## config.mk

```make
export PLATFORM = sky130hd
export DESIGN_NAME = ioc_osc_ctrl
export DESIGN_NICKNAME = d
export VERILOG_FILES = /design/src/verilog/ioc_pkg.sv /design/src/verilog/ioc_clk_div.sv /design/src/verilog/ioc_slow_osc.sv /design/src/verilog/ioc_osc_ctrl.sv
export SDC_FILE = /design/constraint.sdc
export NUM_CORES = 1
export LEC_CHECK = 0
export BUFFER_PORTS_ARGS = -buffer_cell sky130_fd_sc_hd__buf_4
export CAP_MARGIN = 30
export CORE_AREA = 2 2 91 93
export CTS_CLUSTER_SIZE = 16
export DETAILED_ROUTE_END_ITERATION = 16
export DIE_AREA = 0 0 93 95
export PLACE_DENSITY = 0.83
export SKIP_CTS_REPAIR_TIMING = 1
export SLEW_MARGIN = 25
export SYNTH_ARGS = -nofsm -noshare
export SYNTH_HDL_FRONTEND = slang
export SYNTH_SLANG_ARGS = --single-unit
export TNS_END_PERCENT = 10
```

## constraint.sdc

```tcl
create_clock -name clk -period 3.6 [get_ports clk]
set_input_delay 0.72 -clock clk [delete_from_list [all_inputs] [get_ports clk]]
set_output_delay 0.72 -clock clk [all_outputs]
set_load 0.1 [all_outputs]
```

## src/verilog/ioc_pkg.sv

```systemverilog
/*
  Constants, register map and helpers for the internal oscillator control block.
  Assumes a 200 MHz system clock on which the oscillators are modelled as enables.
*/
package ioc_pkg;
  localparam int CLK_MHZ = 200;
  localparam int CLK_PERIOD_PS = 5000;

  // Register offsets and reset values
  localparam logic [7:0] FAST_CTRL_ADDR = 8'hb2;
  localparam logic [7:0] SLOW_CTRL_ADDR = 8'he3;
  localparam logic [7:0] FAST_CTRL_RESET = 8'hc0;
  localparam logic [7:0] SLOW_CTRL_RESET = 8'h00;
  localparam logic [3:0] SLOW_TRIM_RESET = 4'h8;

  // Field positions; the trim field is used by the slow control register only
  localparam int ON_BIT = 7;
  localparam int SETTLED_BIT = 6;
  localparam int TRIM_MSB = 5;
  localparam int TRIM_LSB = 2;
  localparam int DIV_MSB = 1;
  localparam int DIV_LSB = 0;

  // Divider select codes
  localparam logic [1:0] DIV_BY8 = 2'h0;
  localparam logic [1:0] DIV_BY4 = 2'h1;
  localparam logic [1:0] DIV_BY2 = 2'h2;
  localparam logic [1:0] DIV_BY1 = 2'h3;

  // Slow oscillator timing
  localparam int SLOW_OSC_KHZ = 80;
  localparam int SLOW_PERIOD_CYC = CLK_MHZ * 1000 / SLOW_OSC_KHZ;
  localparam int SLOW_HALF_CYC = SLOW_PERIOD_CYC / 2;
  localparam int TRIM_STEP_CYC = 8;
  localparam int TRIM_MID = 8;
  localparam int SLOW_HALF_MIN = SLOW_HALF_CYC - TRIM_MID * TRIM_STEP_CYC;

  // Settling times, least times rounded up to whole cycles
  localparam int FAST_SETTLE_NS = 1000;
  localparam int FAST_SETTLE_CYC = (FAST_SETTLE_NS * 1000 + CLK_PERIOD_PS - 1) / CLK_PERIOD_PS;
  localparam int SLOW_SETTLE_US = 10;
  localparam int SLOW_SETTLE_CYC =
    (SLOW_SETTLE_US * 1000000 + CLK_PERIOD_PS - 1) / CLK_PERIOD_PS;

  // Last count of the divider for a select code
  function automatic logic [2:0] div_last(input logic [1:0] sel);
    case (sel)
      DIV_BY8: div_last = 3'h7;
      DIV_BY4: div_last = 3'h3;
      DIV_BY2: div_last = 3'h1;
      default: div_last = 3'h0;
    endcase
  endfunction

  // Half period in cycles; trim 0 is the shortest
  function automatic logic [10:0] trim_half(input logic [3:0] trim);
    trim_half = 11'(SLOW_HALF_MIN) + 11'(trim) * 11'(TRIM_STEP_CYC);
  endfunction
endpackage

```

## src/verilog/ioc_clk_div.sv

```systemverilog
/*
  Divide-by-1/2/4/8 enable divider with a toggling level output.
  Assumes tick_in is synchronous to the system clock; each cycle it is high counts once.
*/
`timescale 1ns/1ps
module ioc_clk_div
  import ioc_pkg::*;
(
  input wire logic clk,
  input wire logic resetn,
  input wire logic clr,
  input wire logic tick_in,
  input wire logic [1:0] sel,
  output logic tick_out,
  output logic level_out
);
  typedef struct packed {
    logic [2:0] cnt;
    logic tick;
    logic level;
  } ioc_div_s;

  ioc_div_s q, d;

  always_comb begin
    d = q;
    d.tick = 1'b0;
    if (clr) begin
      d.cnt = 3'h0;
      d.level = 1'b0;
    end else if (tick_in) begin
      if (q.cnt >= div_last(sel)) begin
        d.cnt = 3'h0;
        d.tick = 1'b1;
        d.level = ~q.level;
      end else begin
        d.cnt = q.cnt + 3'h1;
      end
    end
  end

  always_ff @(posedge clk) begin
    if (!resetn) begin
      q <= '0;
    end else begin
      q <= d;
    end
  end

  assign tick_out = q.tick;
  assign level_out = q.level;
endmodule

```

## src/verilog/ioc_slow_osc.sv

```systemverilog
/*
  Trimmable low-frequency oscillator model with a settling flag.
  Assumes trim may change at any time; it takes effect in the current half period.
*/
`timescale 1ns/1ps
module ioc_slow_osc
  import ioc_pkg::*;
(
  input wire logic clk,
  input wire logic resetn,
  input wire logic enable,
  input wire logic [3:0] trim,
  output logic edge_tick,
  output logic osc_level,
  output logic settled
);
  typedef struct packed {
    logic [10:0] cnt;
    logic level;
    logic tick;
    logic [11:0] settle_cnt;
    logic settled;
  } ioc_osc_s;

  ioc_osc_s q, d;

  initial begin
    if (SLOW_SETTLE_CYC > 4095 || SLOW_HALF_CYC + TRIM_MID * TRIM_STEP_CYC > 2047) begin
      $error("slow oscillator counts exceed counter widths");
    end
  end

  always_comb begin
    d = q;
    d.tick = 1'b0;
    if (!enable) begin
      d = '0;
    end else begin
      if (q.cnt + 11'h1 >= trim_half(trim)) begin
        d.cnt = 11'h0;
        d.level = ~q.level;
        d.tick = 1'b1;
      end else begin
        d.cnt = q.cnt + 11'h1;
      end
      if (!q.settled) begin
        if (q.settle_cnt == 12'(SLOW_SETTLE_CYC - 1)) begin
          d.settled = 1'b1;
        end else begin
          d.settle_cnt = q.settle_cnt + 12'h1;
        end
      end
    end
  end

  always_ff @(posedge clk) begin
    if (!resetn) begin
      q <= '0;
    end else begin
      q <= d;
    end
  end

  assign edge_tick = q.tick;
  assign osc_level = q.level;
  assign settled = q.settled;
endmodule

```

## src/verilog/ioc_osc_ctrl.sv

```systemverilog
/*
  Internal oscillator control: two control registers, core clock enable
  divider, slow oscillator with divider, and slow-edge timer capture.
  Assumes register and timer inputs are synchronous to clk.
*/
`timescale 1ns/1ps
module ioc_osc_ctrl
  import ioc_pkg::*;
#(
  parameter logic [3:0] TRIM_RESET = SLOW_TRIM_RESET
)
(
  input wire logic clk,
  input wire logic resetn,
  input wire logic [7:0] sfr_addr,
  input wire logic [7:0] sfr_wdata,
  input wire logic sfr_we,
  input wire logic sfr_re,
  output logic [7:0] sfr_rdata,
  output logic core_clock,
  output logic slow_osc_clk,
  input wire logic cap_mode_fall,
  input wire logic cap_mode_rise,
  input wire logic [15:0] fall_timer_count_pair,
  input wire logic [15:0] rise_timer_count_pair,
  output logic [15:0] fall_timer_reload_pair,
  output logic [15:0] rise_timer_reload_pair,
  output logic fall_capture,
  output logic rise_capture
);
  typedef struct packed {
    logic fast_osc_on;
    logic fast_osc_settled;
    logic [7:0] fast_settle_cnt;
    logic [1:0] fast_osc_divide_sel;
    logic slow_osc_on;
    logic [3:0] slow_osc_trim;
    logic [1:0] slow_osc_divide_sel;
    logic [7:0] rdata;
    logic core_en;
    logic slow_clk;
    logic slow_clk_prev;
    logic [15:0] fall_reload;
    logic [15:0] rise_reload;
    logic fall_cap;
    logic rise_cap;
  } ioc_ctrl_s;

  ioc_ctrl_s q, d;

  logic fast_tick;
  logic slow_edge;
  logic slow_level;
  logic slow_osc_settled;
  logic slow_div_level;

  initial begin
    if (FAST_SETTLE_CYC > 255 || FAST_SETTLE_CYC < 1) begin
      $error("fast settle count does not fit its counter");
    end
  end

  // Fast oscillator modelled as one enable per clk while running
  ioc_clk_div u_fast_div (
    .clk(clk),
    .resetn(resetn),
    .clr(!q.fast_osc_on),
    .tick_in(q.fast_osc_on),
    .sel(q.fast_osc_divide_sel),
    .tick_out(fast_tick),
    .level_out()
  );

  ioc_slow_osc u_slow_osc (
    .clk(clk),
    .resetn(resetn),
    .enable(q.slow_osc_on),
    .trim(q.slow_osc_trim),
    .edge_tick(slow_edge),
    .osc_level(slow_level),
    .settled(slow_osc_settled)
  );

  // Slow divider counts both oscillator edges, so level period is n periods
  ioc_clk_div u_slow_div (
    .clk(clk),
    .resetn(resetn),
    .clr(!q.slow_osc_on),
    .tick_in(slow_edge),
    .sel(q.slow_osc_divide_sel),
    .tick_out(),
    .level_out(slow_div_level)
  );

  always_comb begin
    d = q;
    d.fall_cap = 1'b0;
    d.rise_cap = 1'b0;

    // Register writes; read-only fields keep their state
    if (sfr_we) begin
      if (sfr_addr == FAST_CTRL_ADDR) begin
        d.fast_osc_on = sfr_wdata[ON_BIT];
        d.fast_osc_divide_sel = sfr_wdata[DIV_MSB:DIV_LSB];
      end else if (sfr_addr == SLOW_CTRL_ADDR) begin
        d.slow_osc_on = sfr_wdata[ON_BIT];
        d.slow_osc_trim = sfr_wdata[TRIM_MSB:TRIM_LSB];
        d.slow_osc_divide_sel = sfr_wdata[DIV_MSB:DIV_LSB];
      end
    end

    if (!q.fast_osc_on) begin
      d.fast_osc_settled = 1'b0;
      d.fast_settle_cnt = 8'h0;
    end else if (!q.fast_osc_settled) begin
      if (q.fast_settle_cnt == 8'(FAST_SETTLE_CYC - 1)) begin
        d.fast_osc_settled = 1'b1;
      end else begin
        d.fast_settle_cnt = q.fast_settle_cnt + 8'h1;
      end
    end

    // Register reads, answered one cycle later
    if (sfr_re) begin
      if (sfr_addr == FAST_CTRL_ADDR) begin
        d.rdata = {q.fast_osc_on, q.fast_osc_settled, 4'h0, q.fast_osc_divide_sel};
      end else if (sfr_addr == SLOW_CTRL_ADDR) begin
        d.rdata = {q.slow_osc_on, slow_osc_settled, q.slow_osc_trim, q.slow_osc_divide_sel};
      end else begin
        d.rdata = 8'h00;
      end
    end

    d.core_en = fast_tick;
    d.slow_clk = slow_div_level;
    // Edge detect on the registered slow clock
    d.slow_clk_prev = q.slow_clk;

    if (cap_mode_fall && q.slow_clk_prev && !q.slow_clk) begin
      d.fall_reload = fall_timer_count_pair;
      d.fall_cap = 1'b1;
    end
    if (cap_mode_rise && !q.slow_clk_prev && q.slow_clk) begin
      d.rise_reload = rise_timer_count_pair;
      d.rise_cap = 1'b1;
    end
  end

  always_ff @(posedge clk) begin
    if (!resetn) begin
      q <= '0;
      q.fast_osc_on <= FAST_CTRL_RESET[ON_BIT];
      q.fast_osc_settled <= FAST_CTRL_RESET[SETTLED_BIT];
      q.fast_osc_divide_sel <= FAST_CTRL_RESET[DIV_MSB:DIV_LSB];
      q.slow_osc_on <= SLOW_CTRL_RESET[ON_BIT];
      q.slow_osc_trim <= TRIM_RESET;
      q.slow_osc_divide_sel <= SLOW_CTRL_RESET[DIV_MSB:DIV_LSB];
    end else begin
      q <= d;
    end
  end

  assign sfr_rdata = q.rdata;
  assign core_clock = q.core_en;
  assign slow_osc_clk = q.slow_clk;
  assign fall_timer_reload_pair = q.fall_reload;
  assign rise_timer_reload_pair = q.rise_reload;
  assign fall_capture = q.fall_cap;
  assign rise_capture = q.rise_cap;
endmodule

```

-- After elaboration in Yosys (flattened, before gate mapping)
Cells that the tools add are included.
- input port bits: 54
- word-level logic and storage cells: 86
- flip-flop bits (word level): 98
- output and inout port bits: 44
- eq/ne operators: 8
- $add $sub $neg: 6
- $lt $le $gt $ge: 3
- reduce and logical (&&, ||, !) cells: 17
- bitwise operators: 10
- mux-type cells: 18
- operators with widths (cell ; count):
    $eq A8 B8 Y1 const B ; 3
    $mux W8 ; 3
    $mux W9 ; 2
    $pmux W3 S3 ; 2
    $add A12 B1 Y12 const B ; 1
    $eq A12 B11 Y1 const B ; 1
    $mux W3 ; 4
    $reduce_and A2 Y1 ; 6
    $add A11 B1 Y11 const B ; 1
    $add A11 B7 Y11 const A ; 1
    $ge A11 B11 Y1 ; 1
    $not A1 Y1 ; 10
    $add A8 B1 Y8 const B ; 1
    $add A3 B1 Y3 const B ; 2
    $ge A3 B3 Y1 ; 2
    $mux W1 ; 6
    $reduce_or A3 Y1 ; 2
    $eq A2 B1 Y1 const B ; 2
    $eq A2 B2 Y1 const B ; 2
    $logic_and A1 B1 Y1 ; 4
    $logic_not A2 Y1 ; 2
    $reduce_and A3 Y1 ; 1
    $logic_not A1 Y1 ; 2
    $mux W2 ; 1

-- Depth between registers and ports, before layout
Gate-level depths: netlist of the first run.
- word-level depth: 6
- depth in mapped cells: 10
- mapped depth without buffers: 10

-- By module
A second synthesis of the first run with hierarchy kept.
- cells, all modules: 534
- area total of the unflattened synthesis: 4779.6 µm²
- modules (own cells, without submodules) (module ; sequential area each (µm²) ; cells each ; area an instance (µm²) ; times used):
    ioc_osc_ctrl ; 1281.2 ; 332 ; 2941.6 ; 1
    ioc_slow_osc ; 520.5 ; 138 ; 1280.0 ; 1
    ioc_clk_div ; 100.1 ; 32 ; 279.0 ; 2

-- Least setup slack after synthesis of the first run
OpenSTA, ideal clock, no wires.
- path type: flip-flop to flip-flop
- start point: register u_slow_osc.q[15] in the netlist's numbering
- end point: register u_slow_osc.q[18] in the netlist's numbering
- buffers on the path: 0
- library setup time: 74 ps
- arrival time: 2196 ps
- period minus slack after synthesis: 2270 ps
- cell stages (with the launch flop): 10
- slack: 1330 ps
- data required time: 3526 ps
- cell sequence: dfxtp_1 -> ha_1 -> and4_2 -> nand2_1 -> xnor2_1 -> ha_1 -> and2b_2 -> o311ai_2 -> a31oi_4 -> nor3b_2
- word-level cells in the longest chain between the ends: 3
- RTL lines (item ; line ; RTL):
    start: declaration ; ioc_slow_osc.sv:25 ; ioc_osc_s q, d;
    start signal: assignment ; ioc_slow_osc.sv:58 ; q <= '0;
    start signal: assignment ; ioc_slow_osc.sv:60 ; q <= d;
    $add A11 B1 Y11 (*) ; ioc_slow_osc.sv:39, ioc_slow_osc.sv:44 ;
    $ge A11 B11 Y1 ; ioc_slow_osc.sv:39 ; if (q.cnt + 11'h1 >= trim_half(trim)) begin
    $reduce_or A3 Y1 (no line) ; n/a ;
Mark *: on every way between the ends. The rest lies on a longest branch, timed or not.
A chain may end at the register's enable or synchronous reset.

-- Worst setup path after layout of the first run
- start point: register u_slow_osc.q[15] in the netlist's numbering
- end point: register u_slow_osc.q[19] in the netlist's numbering
Same word-level chain as after synthesis.

==> results of run 1 <==
## placed cells by master (no fill, tap or decap), types with 3 or more instances in the layout
master,netlist,routed
a21boi_0,32,32
a21oi_1,10,10
a22oi_1,4,4
and2_1,10,10
and3_1,7,7
and3b_1,5,5
and4_1,4,4
buf_4,40,97
clkbuf_8,0,9
dfxtp_1,97,97
ha_1,19,19
inv_1,14,14
mux2i_1,12,12
nand2_1,79,79
nand3_1,10,10
nand3b_1,3,3
nand4_1,9,9
nor2_1,32,32
nor2b_1,17,17
nor3_1,5,5
nor3b_2,7,7
o22ai_1,4,4
xnor2_1,11,11
xor2_1,19,19
## per-stage QoR
stage          instance area [um2]  instances  hold WS (ns)
2_1_floorplan                 4477        490        0.4119
3_3_place_gp                  4959        634        0.4198
3_5_place_dp                  4959        634        0.4206
4_1_cts                       5142        650        0.4462
5_1_grt                       5142        650        0.4867
6_report                      5142        650        0.4456
## registers in the layout, indices dropped and copies added, names as in the netlist, 3 cells and up
register / flops
fall_timer_reload_pair: 16
u_slow_osc.q: 23
u_fast_div.q: 3
q: 20
sfr_rdata: 8
rise_timer_reload_pair: 16
u_slow_div.q: 3
## logic make-up after synthesis
| kind of cell | count (synthesis) | share of synthesized area [%] |
|---|---|---|
| AO/OA/AOI/OAI | 61 | 10.15 |
| XOR/XNOR | 30 | 5.869 |
| buffers and inverters | 72 | 9.614 |
| adder cells (fa/ha/maj) | 19 | 5.310 |
| AND/OR/NAND/NOR | 199 | 23.00 |
| multiplexers | 12 | 2.683 |
| flip-flops | 97 | 43.38 |
## area by class of cell
class | count | area, um2
Clock inverter | 7 | 60.06
Sequential cell | 97 | 1942
Timing Repair Buffer | 97 | 728.2
Fill cell | 646 | 2785
Multi-Input combinational cell | 321 | 2105
Tap cell | 105 | 131.4
Clock buffer | 9 | 123.9
Inverter | 14 | 52.55
## path summary, 6_finish.rpt
check,startpoint,end,slack (ns),depth (start not counted)
max reg2reg,u_slow_osc.q[15],u_slow_osc.q[19],1.04,9
min,u_fast_div.tick_out,core_clock,0.45,1
max,u_slow_osc.q[15],u_slow_osc.q[19],1.04,9
min reg2reg,u_fast_div.tick_out,core_clock,0.45,1
## routing by layer
metal,GRT usage [%],part of all wire [%],vias up
li1,-,-,1692
met1,24.96,45,1543
met2,35.02,48,102
met3,4.948,6.7,11
met4,6.250,1.1,0
met5,0,0,-
## critical path, stage by stage, from the launching register on
cell      delay [ns]
dfxtp_1         0.41
ha_1            0.22
and4_2          0.27
nand2_1         0.07
xnor2_1         0.21
ha_1            0.28
and2b_2         0.21
o311ai_2        0.38
a31oi_4         0.23
nor3b_2         0.21
## report_power, final
group / switching [mW] / total, mW / internal [mW]
combinational: 0.0297 / 0.0796 / 0.0499
sequential: 0.00248 / 1.08 / 1.08
clock: 0.400 / 0.665 / 0.264
total: 0.433 / 1.82 / 1.39
==> flow_summary.json, run 1 <==
{
  "status": "completed",
  "timing.final.crit_share_pct": 71.19,
  "cp.required_ns": 3.89,
  "yosysUniqueCellTypes": 43,
  "cts_root_buf": "clkbuf_8",
  "synth_top_area_share_pct": 43.38,
  "drtPass1Iterations": 4,
  "worstMarginPinSlew_ns": 0.6585,
  "worst_setup_path_start_kind": "flop",
  "worst_slack_ns": 1.037,
  "chipHeight_um": 95,
  "cts-htree-levels": 3,
  "netlist.top_cell.by_area": "dfxtp_1",
  "diodes": 0,
  "worst_ep_arrival_time_ns": 2.85,
  "clock_latency_ns": 0.36,
  "vias_per_cell": 5.151,
  "clk_pin_slew_ns": 0.10,
  "synth-main-ff-cell": "dfxtp_1",
  "ys_top_cells_by_count": "dfxtp_1, nand2_1, buf_4, a21boi_0, nor2_1",
  "rsz0062_at_grt": "no",
  "syn-mean-instance-area_um2": 9.136,
  "cts_sinks": 97,
  "pre_cts_slack_ns": 1.046,
  "wl_per_cell_um": 13.33,
  "max_freq_mhz": 390.2,
  "grt_pass1_vias": 3206,
  "overflow": 0,
  "numCtsBuffers": 9,
  "grt_pass1_wl_um": 14270,
  "detail-route-antenna-nets": 0,
  "wl_um": 8665,
  "finClkSkew_ns": 0.008391,
  "netlist_area_um2": 4477,
  "synth_warnings": 0,
  "worstSetupPathType": "reg2reg",
  "die_area_um2": 8835,
  "period_needed_ns": 2.563,
  "post-route-drc-count": 0,
  "power_mw": 1.822,
  "yosys.cell_count.top_type": "dfxtp_1",
  "relSlewSlack_pct": 55.97,
  "final_nets": 613,
  "die_width_um": 93,
  "slew_viol_final": 0,
  "area_growth_pct": 14.87,
  "synth_edf_count": 0,
  "finalWeightedCongestion": 0.7589,
  "clockBufferDepth": 2,
  "cts_tree": "yes",
  "yosys-top-cells-area": "dfxtp_1, buf_4, nand2_1",
  "max_cap_violations": 0,
  "crit_path_end_kind": "flop",
  "dp_hpwl_um": 6337,
  "synth_seq_cells": 97,
  "power_density_nw_per_um2": 354.4,
  "cp_max_fo": 9,
  "tns_ns": 0,
  "dr.first_iter.drc_count": 78,
  "async_flop_share_pct": 0,
  "setup_violations": 0,
  "fin_util_pct": 64.87,
  "vias": 3348,
  "grt_max_degree": 59,
  "holdCritPathClass": "reg2reg",
  "peakVddDrop_mv": 0.1981,
  "antenna_found_initial": 0,
  "core_area_um2": 7928,
  "rows": 33,
  "syn_inst": 490,
  "p_leak_nw": 2.057,
  "synth_nets": 563,
  "grt_usage_pct": 20.23,
  "start_util_pct": 56.47,
  "synth_seq_area_share_pct": 43.38,
  "io_buffer_count": 96,
  "finalHoldViolations": 0,
  "ios": 98,
  "drive_above_1_share_pct": 23.49
}
Note: power is estimated with default switching activity, not from simulation.
==> inputs of run 2 (changes only) <==
--- a/config.mk
+++ b/config.mk
@@ -7,11 +7,11 @@
 export LEC_CHECK = 0
 export BUFFER_PORTS_ARGS = -buffer_cell sky130_fd_sc_hd__buf_4
 export CAP_MARGIN = 30
-export CORE_AREA = 2 2 91 93
+export CORE_AREA = 2 2 95 97
 export CTS_CLUSTER_SIZE = 16
 export DETAILED_ROUTE_END_ITERATION = 16
-export DIE_AREA = 0 0 93 95
-export PLACE_DENSITY = 0.83
+export DIE_AREA = 0 0 97 99
+export PLACE_DENSITY = 0.77
 export SKIP_CTS_REPAIR_TIMING = 1
 export SLEW_MARGIN = 25
 export SYNTH_ARGS = -nofsm -noshare
==> constraint.sdc (replaced) <==
create_clock -name clk -period 2.4 [get_ports clk]
set_input_delay 0.48 -clock clk [delete_from_list [all_inputs] [get_ports clk]]
set_output_delay 0.48 -clock clk [all_outputs]
set_load 0.1 [all_outputs]
==> flow_summary.json, run 2 (synthesis gave the netlist of run 1 again) <==
{
  "worst_setup_path_start_kind": "flop",
  "largest-register": "u_slow_osc.q",
  "place_inst": 641,
  "r2r.worst_path.cells": 10,
  "ff2ff_setup_slack_ns": 0.02,
  "layout_common_cells": "buf_4, dfxtp_1, nand2_1",
  "die_area_um2": 9603,
  "core_area_um2": 8551,
  "cts_root_buf": "clkbuf_8",
  "finalWeightedCongestion": 0.7879,
  "fillers": 727,
  "power_density_nw_per_um2": 515.1,
  "cts-htree-levels": 3,
  "worst_slack_ns": 0.02360,
  "peakVddDrop_mv": 0.3205,
  "path_delay_family": "compound AO/OA/AOI/OAI gates",
  "critical-path-slowest-cell": "o311ai_4",
  "worstMarginPinSlew_ns": 0.5927,
  "final_nets": 621,
  "rsz0062_at_grt": "yes",
  "reg_top3": "u_slow_osc.q x23, q x20",
  "diodes": 0,
  "antenna_found_initial": 0,
  "vias_per_cell": 5.142,
  "drive_above_1_share_pct": 27.12,
  "crit_path_end_kind": "flop",
  "clock_latency_ns": 0.36,
  "grt_max_degree": 31,
  "finalHoldViolations": 0,
  "worstSetupPathType": "reg2reg",
  "fin_cells": 661,
  "grt_use_met2_pct": 29.91,
  "cp_cell_sequence": "ha_4 > and4_4 > nand2_2 > xnor2_2 > ha_1 > o2111ai_2 > a31oi_2 > o311ai_4 > a31oi_4 > nor3b_2",
  "status": "completed",
  "ios": 98,
  "drtPass1Iterations": 4,
  "rows": 34,
  "area_growth_pct": 18.36,
  "critPathMaxStageDelay_ns": 0.39,
  "gr-usage-met3_pct": 4.184,
  "grt_pass1_vias": 3161,
  "grt.busiest_layer": "met2",
  "detail-route-antenna-nets": 0,
  "grt_usage_pct": 17.79,
  "setup_violations": 0,
  "largest_reg_flops": 23,
  "dr.first_iter.drc_count": 86,
  "relSlewSlack_pct": 60.37,
  "finClkSkew_ns": 0.01131,
  "wl_per_cell_um": 13.15,
  "overflow": 0,
  "vias": 3399,
  "globalRouteMet1Util_pct": 23.09,
  "whs_path_depth": 3,
  "multi_input_area_um2": 2192,
  "numCtsBuffers": 9,
  "worst_ep_arrival_time_ns": 2.67,
  "pre_cts_slack_ns": -0.05990,
  "clk_pin_slew_ns": 0.10,
  "die_width_um": 97,
  "holdCritPathClass": "in2reg",
  "start_util_pct": 52.36,
  "io_buffer_count": 96,
  "period_needed_ns": 2.376,
  "dp_hpwl_um": 6208,
  "chipHeight_um": 99,
  "cts_sinks": 97,
  "wl_um": 8689,
  "placed_area_um2": 4992,
  "path_buf_inv": 0,
  "power_mw": 2.729,
  "clockBufferDepth": 2,
  "cp.required_ns": 2.69,
  "post-route-drc-count": 0,
  "cts_tree": "yes",
  "crit_cells": 10,
  "cp_max_fo": 5,
  "timing.final.crit_share_pct": 99.02,
  "slew_viol_final": 0,
  "max_freq_mhz": 420.8,
  "final_cell_area_um2": 5299,
  "max_cap_violations": 0,
  "ff_latch_area_um2": 1953,
  "final_common_cell": "buf_4",
  "grt_pass1_wl_um": 14480,
  "p_leak_nw": 2.114
}
[run 2: cell types whose count changed in the layout (fill, tap and decap cells not counted), sizes merged]
cell	delta
a31oi	+1
buf	+7
clkinv	+2
clkinvlp	-1
inv	-1
[run 2: path summary, 6_finish.rpt]
kind,end,start
worst min-delay path,q[50],sfr_wdata[5]
worst max-delay path,u_slow_osc.q[19],u_slow_osc.q[16]
worst max register to register,u_slow_osc.q[19],u_slow_osc.q[16]
worst min register to register,core_clock,u_fast_div.tick_out
[run 2: area by class of cell]
cell class	count	area share, %
inverter	14	0.9917
tap	108	2.550
timing repair buffer	104	14.73
sequential	97	36.86
multi-input combinational	322	41.37
clock buffer	9	2.338
clock inverter	7	1.157
[run 2: report_power, final]
part	internal (mW)	switching [mW]	total [mW]	leakage, nW
logic	0.0757	0.0455	0.121	1.24
clock network	0.397	0.597	0.994	0.0936
registers	1.61	0.00358	1.61	0.785
[run 2: worst reg2reg max path: stages, from the launching register on]
cell,delay (ns)
dfxtp_4,0.38
ha_4,0.13
and4_4,0.22
nand2_2,0.08
xnor2_2,0.20
ha_1,0.29
o2111ai_2,0.10
a31oi_2,0.09
o311ai_4,0.39
a31oi_4,0.21
nor3b_2,0.21
[run 2: metal layers]
| metal | routed length [um] | vias to the layer above | share of wire (%) |
|---|---|---|---|
| met2 | 3951 | 104 | 45 |
| met3 | 555 | 11 | 6.4 |
| li1 | - | 1719 | - |
| met4 | 102 | 0 | 1.2 |
| met1 | 4079 | 1565 | 47 |
| met5 | 0 | - | 0 |
[run 2: through the flow]
step / TNS [ns] / util, % / hold slack, ns
5_1_grt: -0.6127 / 61.97 / 0.3453
4_1_cts: -0.9857 / 60.55 / 0.3336
6_report: 0 / 61.97 / 0.3383
3_3_place_gp: 0 / 58.38 / 0.4215
3_5_place_dp: -0.2880 / 58.38 / 0.4221
2_1_floorplan: 0 / - / 0.4119
==> inputs of run 3 (changes only) <==
--- a/config.mk
+++ b/config.mk
@@ -7,11 +7,11 @@
 export LEC_CHECK = 0
 export BUFFER_PORTS_ARGS = -buffer_cell sky130_fd_sc_hd__buf_4
 export CAP_MARGIN = 30
-export CORE_AREA = 2 2 95 97
+export CORE_AREA = 2 2 91 93
 export CTS_CLUSTER_SIZE = 16
 export DETAILED_ROUTE_END_ITERATION = 16
-export DIE_AREA = 0 0 97 99
-export PLACE_DENSITY = 0.77
+export DIE_AREA = 0 0 93 95
+export PLACE_DENSITY = 0.83
 export SKIP_CTS_REPAIR_TIMING = 1
 export SLEW_MARGIN = 25
 export SYNTH_ARGS = -nofsm -noshare
==> constraint.sdc (replaced) <==
create_clock -name clk -period 3.05 [get_ports clk]
set_input_delay 0.61 -clock clk [delete_from_list [all_inputs] [get_ports clk]]
set_output_delay 0.61 -clock clk [all_outputs]
set_load 0.1 [all_outputs]
==> flow_summary.json, run 3 (synthesis gave the netlist of run 1 again) <==
{
  "holdCritPathClass": "reg2reg",
  "p_leak_nw": 2.073,
  "worst_slack_ns": 0.5284,
  "worstSetupPathType": "reg2reg",
  "vias_per_cell": 5.129,
  "clk_pin_slew_ns": 0.10,
  "die_area_um2": 8835,
  "detail-route-antenna-nets": 0,
  "grt_pass1_wl_um": 13900,
  "relSlewSlack_pct": 57.46,
  "reg_top3": "u_slow_osc.q x23, q x20",
  "grt.busiest_layer": "met2",
  "worst_setup_path_start_kind": "flop",
  "critical-path-slowest-cell": "dfxtp_1",
  "cp.required_ns": 3.33,
  "max_freq_mhz": 396.6,
  "rows": 33,
  "area_growth_pct": 15.29,
  "grt_max_degree": 58,
  "dr.first_iter.drc_count": 78,
  "period_needed_ns": 2.522,
  "pre_cts_slack_ns": 0.5585,
  "worst_ep_arrival_time_ns": 2.80,
  "vias": 3339,
  "status": "completed",
  "die_width_um": 93,
  "cts_sinks": 97,
  "crit_path_end_kind": "flop",
  "cp_max_fo": 9,
  "cp_cell_sequence": "ha_1 > and4_2 > nand2_1 > xnor2_1 > ha_1 > and2b_2 > o311ai_2 > a31oi_4 > nor3b_2",
  "rsz0062_at_grt": "no",
  "power_mw": 2.177,
  "finalWeightedCongestion": 0.7850,
  "cts_root_buf": "clkbuf_8",
  "finalHoldViolations": 0,
  "grt_pass1_vias": 3141,
  "diodes": 0,
  "drtPass1Iterations": 4,
  "cts-htree-levels": 3,
  "timing.final.crit_share_pct": 82.67,
  "start_util_pct": 56.47,
  "critPathMaxStageDelay_ns": 0.40,
  "core_area_um2": 7928,
  "clock_latency_ns": 0.36,
  "grt_usage_pct": 19.45,
  "largest-register": "u_slow_osc.q",
  "wl_per_cell_um": 13.02,
  "gr-usage-met3_pct": 3.272,
  "drive_above_1_share_pct": 23.63,
  "peakVddDrop_mv": 0.2962,
  "overflow": 0,
  "setup_violations": 0,
  "layout_common_cells": "buf_4, dfxtp_1, nand2_1",
  "numCtsBuffers": 9,
  "dp_hpwl_um": 6142,
  "power_density_nw_per_um2": 421.8,
  "grt_use_met2_pct": 32.85,
  "max_cap_violations": 0,
  "cts_tree": "yes",
  "io_buffer_count": 96,
  "final_common_cell": "buf_4",
  "worstMarginPinSlew_ns": 0.6381,
  "cpMostUsedCell": "ha_1",
  "wl_um": 8476,
  "tns_ns": 0,
  "finClkSkew_ns": 0.01143,
  "final_nets": 614,
  "largest_reg_flops": 23,
  "slew_viol_final": 0,
  "ios": 98,
  "post-route-drc-count": 0,
  "clockBufferDepth": 2,
  "antenna_found_initial": 0,
  "chipHeight_um": 95,
  "globalRouteMet1Util_pct": 25.02
}
[run 3: through the flow]
step	utilization [%]	area (um2)	hold slack, ns	instances
detailed placement	62.64	4966	0.4223	635
floorplan	-	4477	0.4119	490
finish	65.10	5161	0.4471	651
global route	65.10	5161	0.4869	651
global placement	62.64	4966	0.4198	635
CTS	65.10	5161	0.4478	651
[run 3: layout make-up]
cell class                 instances  area, um2
fill                             655       2766
multi-input combinational        321       2105
sequential                        97       1942
timing repair buffer              98      735.7
clock buffer                      10      137.6
tap                              105      131.4
clock inverter                     6      57.56
inverter                          14      52.55
[run 3: where the power goes]
group          leakage [nW]  total, mW  internal, mW  switching, mW
Clock                 0.101      0.810         0.339          0.470
Sequential            0.782       1.27          1.27        0.00290
Combinational          1.19     0.0950        0.0596         0.0353
[run 3: critical path, delay by kind of cell (launching register included)]
family	cells	cell delay [ns]
xor gates and xnor gates	1	0.20
and+or+nand+nor	4	0.74
AOI/OAI and AO/OA	2	0.60
adders and majority gates	2	0.50
DFF	1	0.40
[run 3: path summary, 6_finish.rpt]
| path | slack, ns | end | cells after the start | startpoint |
|---|---|---|---|---|
| max reg2reg | 0.53 | u_slow_osc.q[18] | 9 | u_slow_osc.q[15] |
| min | 0.45 | core_clock | 1 | u_fast_div.tick_out |
| max | 0.53 | u_slow_osc.q[18] | 9 | u_slow_osc.q[15] |
| min reg2reg | 0.45 | core_clock | 1 | u_fast_div.tick_out |
[run 3: per-layer routing]
metal	share of wire, %	wire length (um)	vias up
li1	-	-	1696
met1	47	3972	1546
met2	46	3882	90
met3	6.0	505	7
met4	1.4	116	0
met5	0	0	-
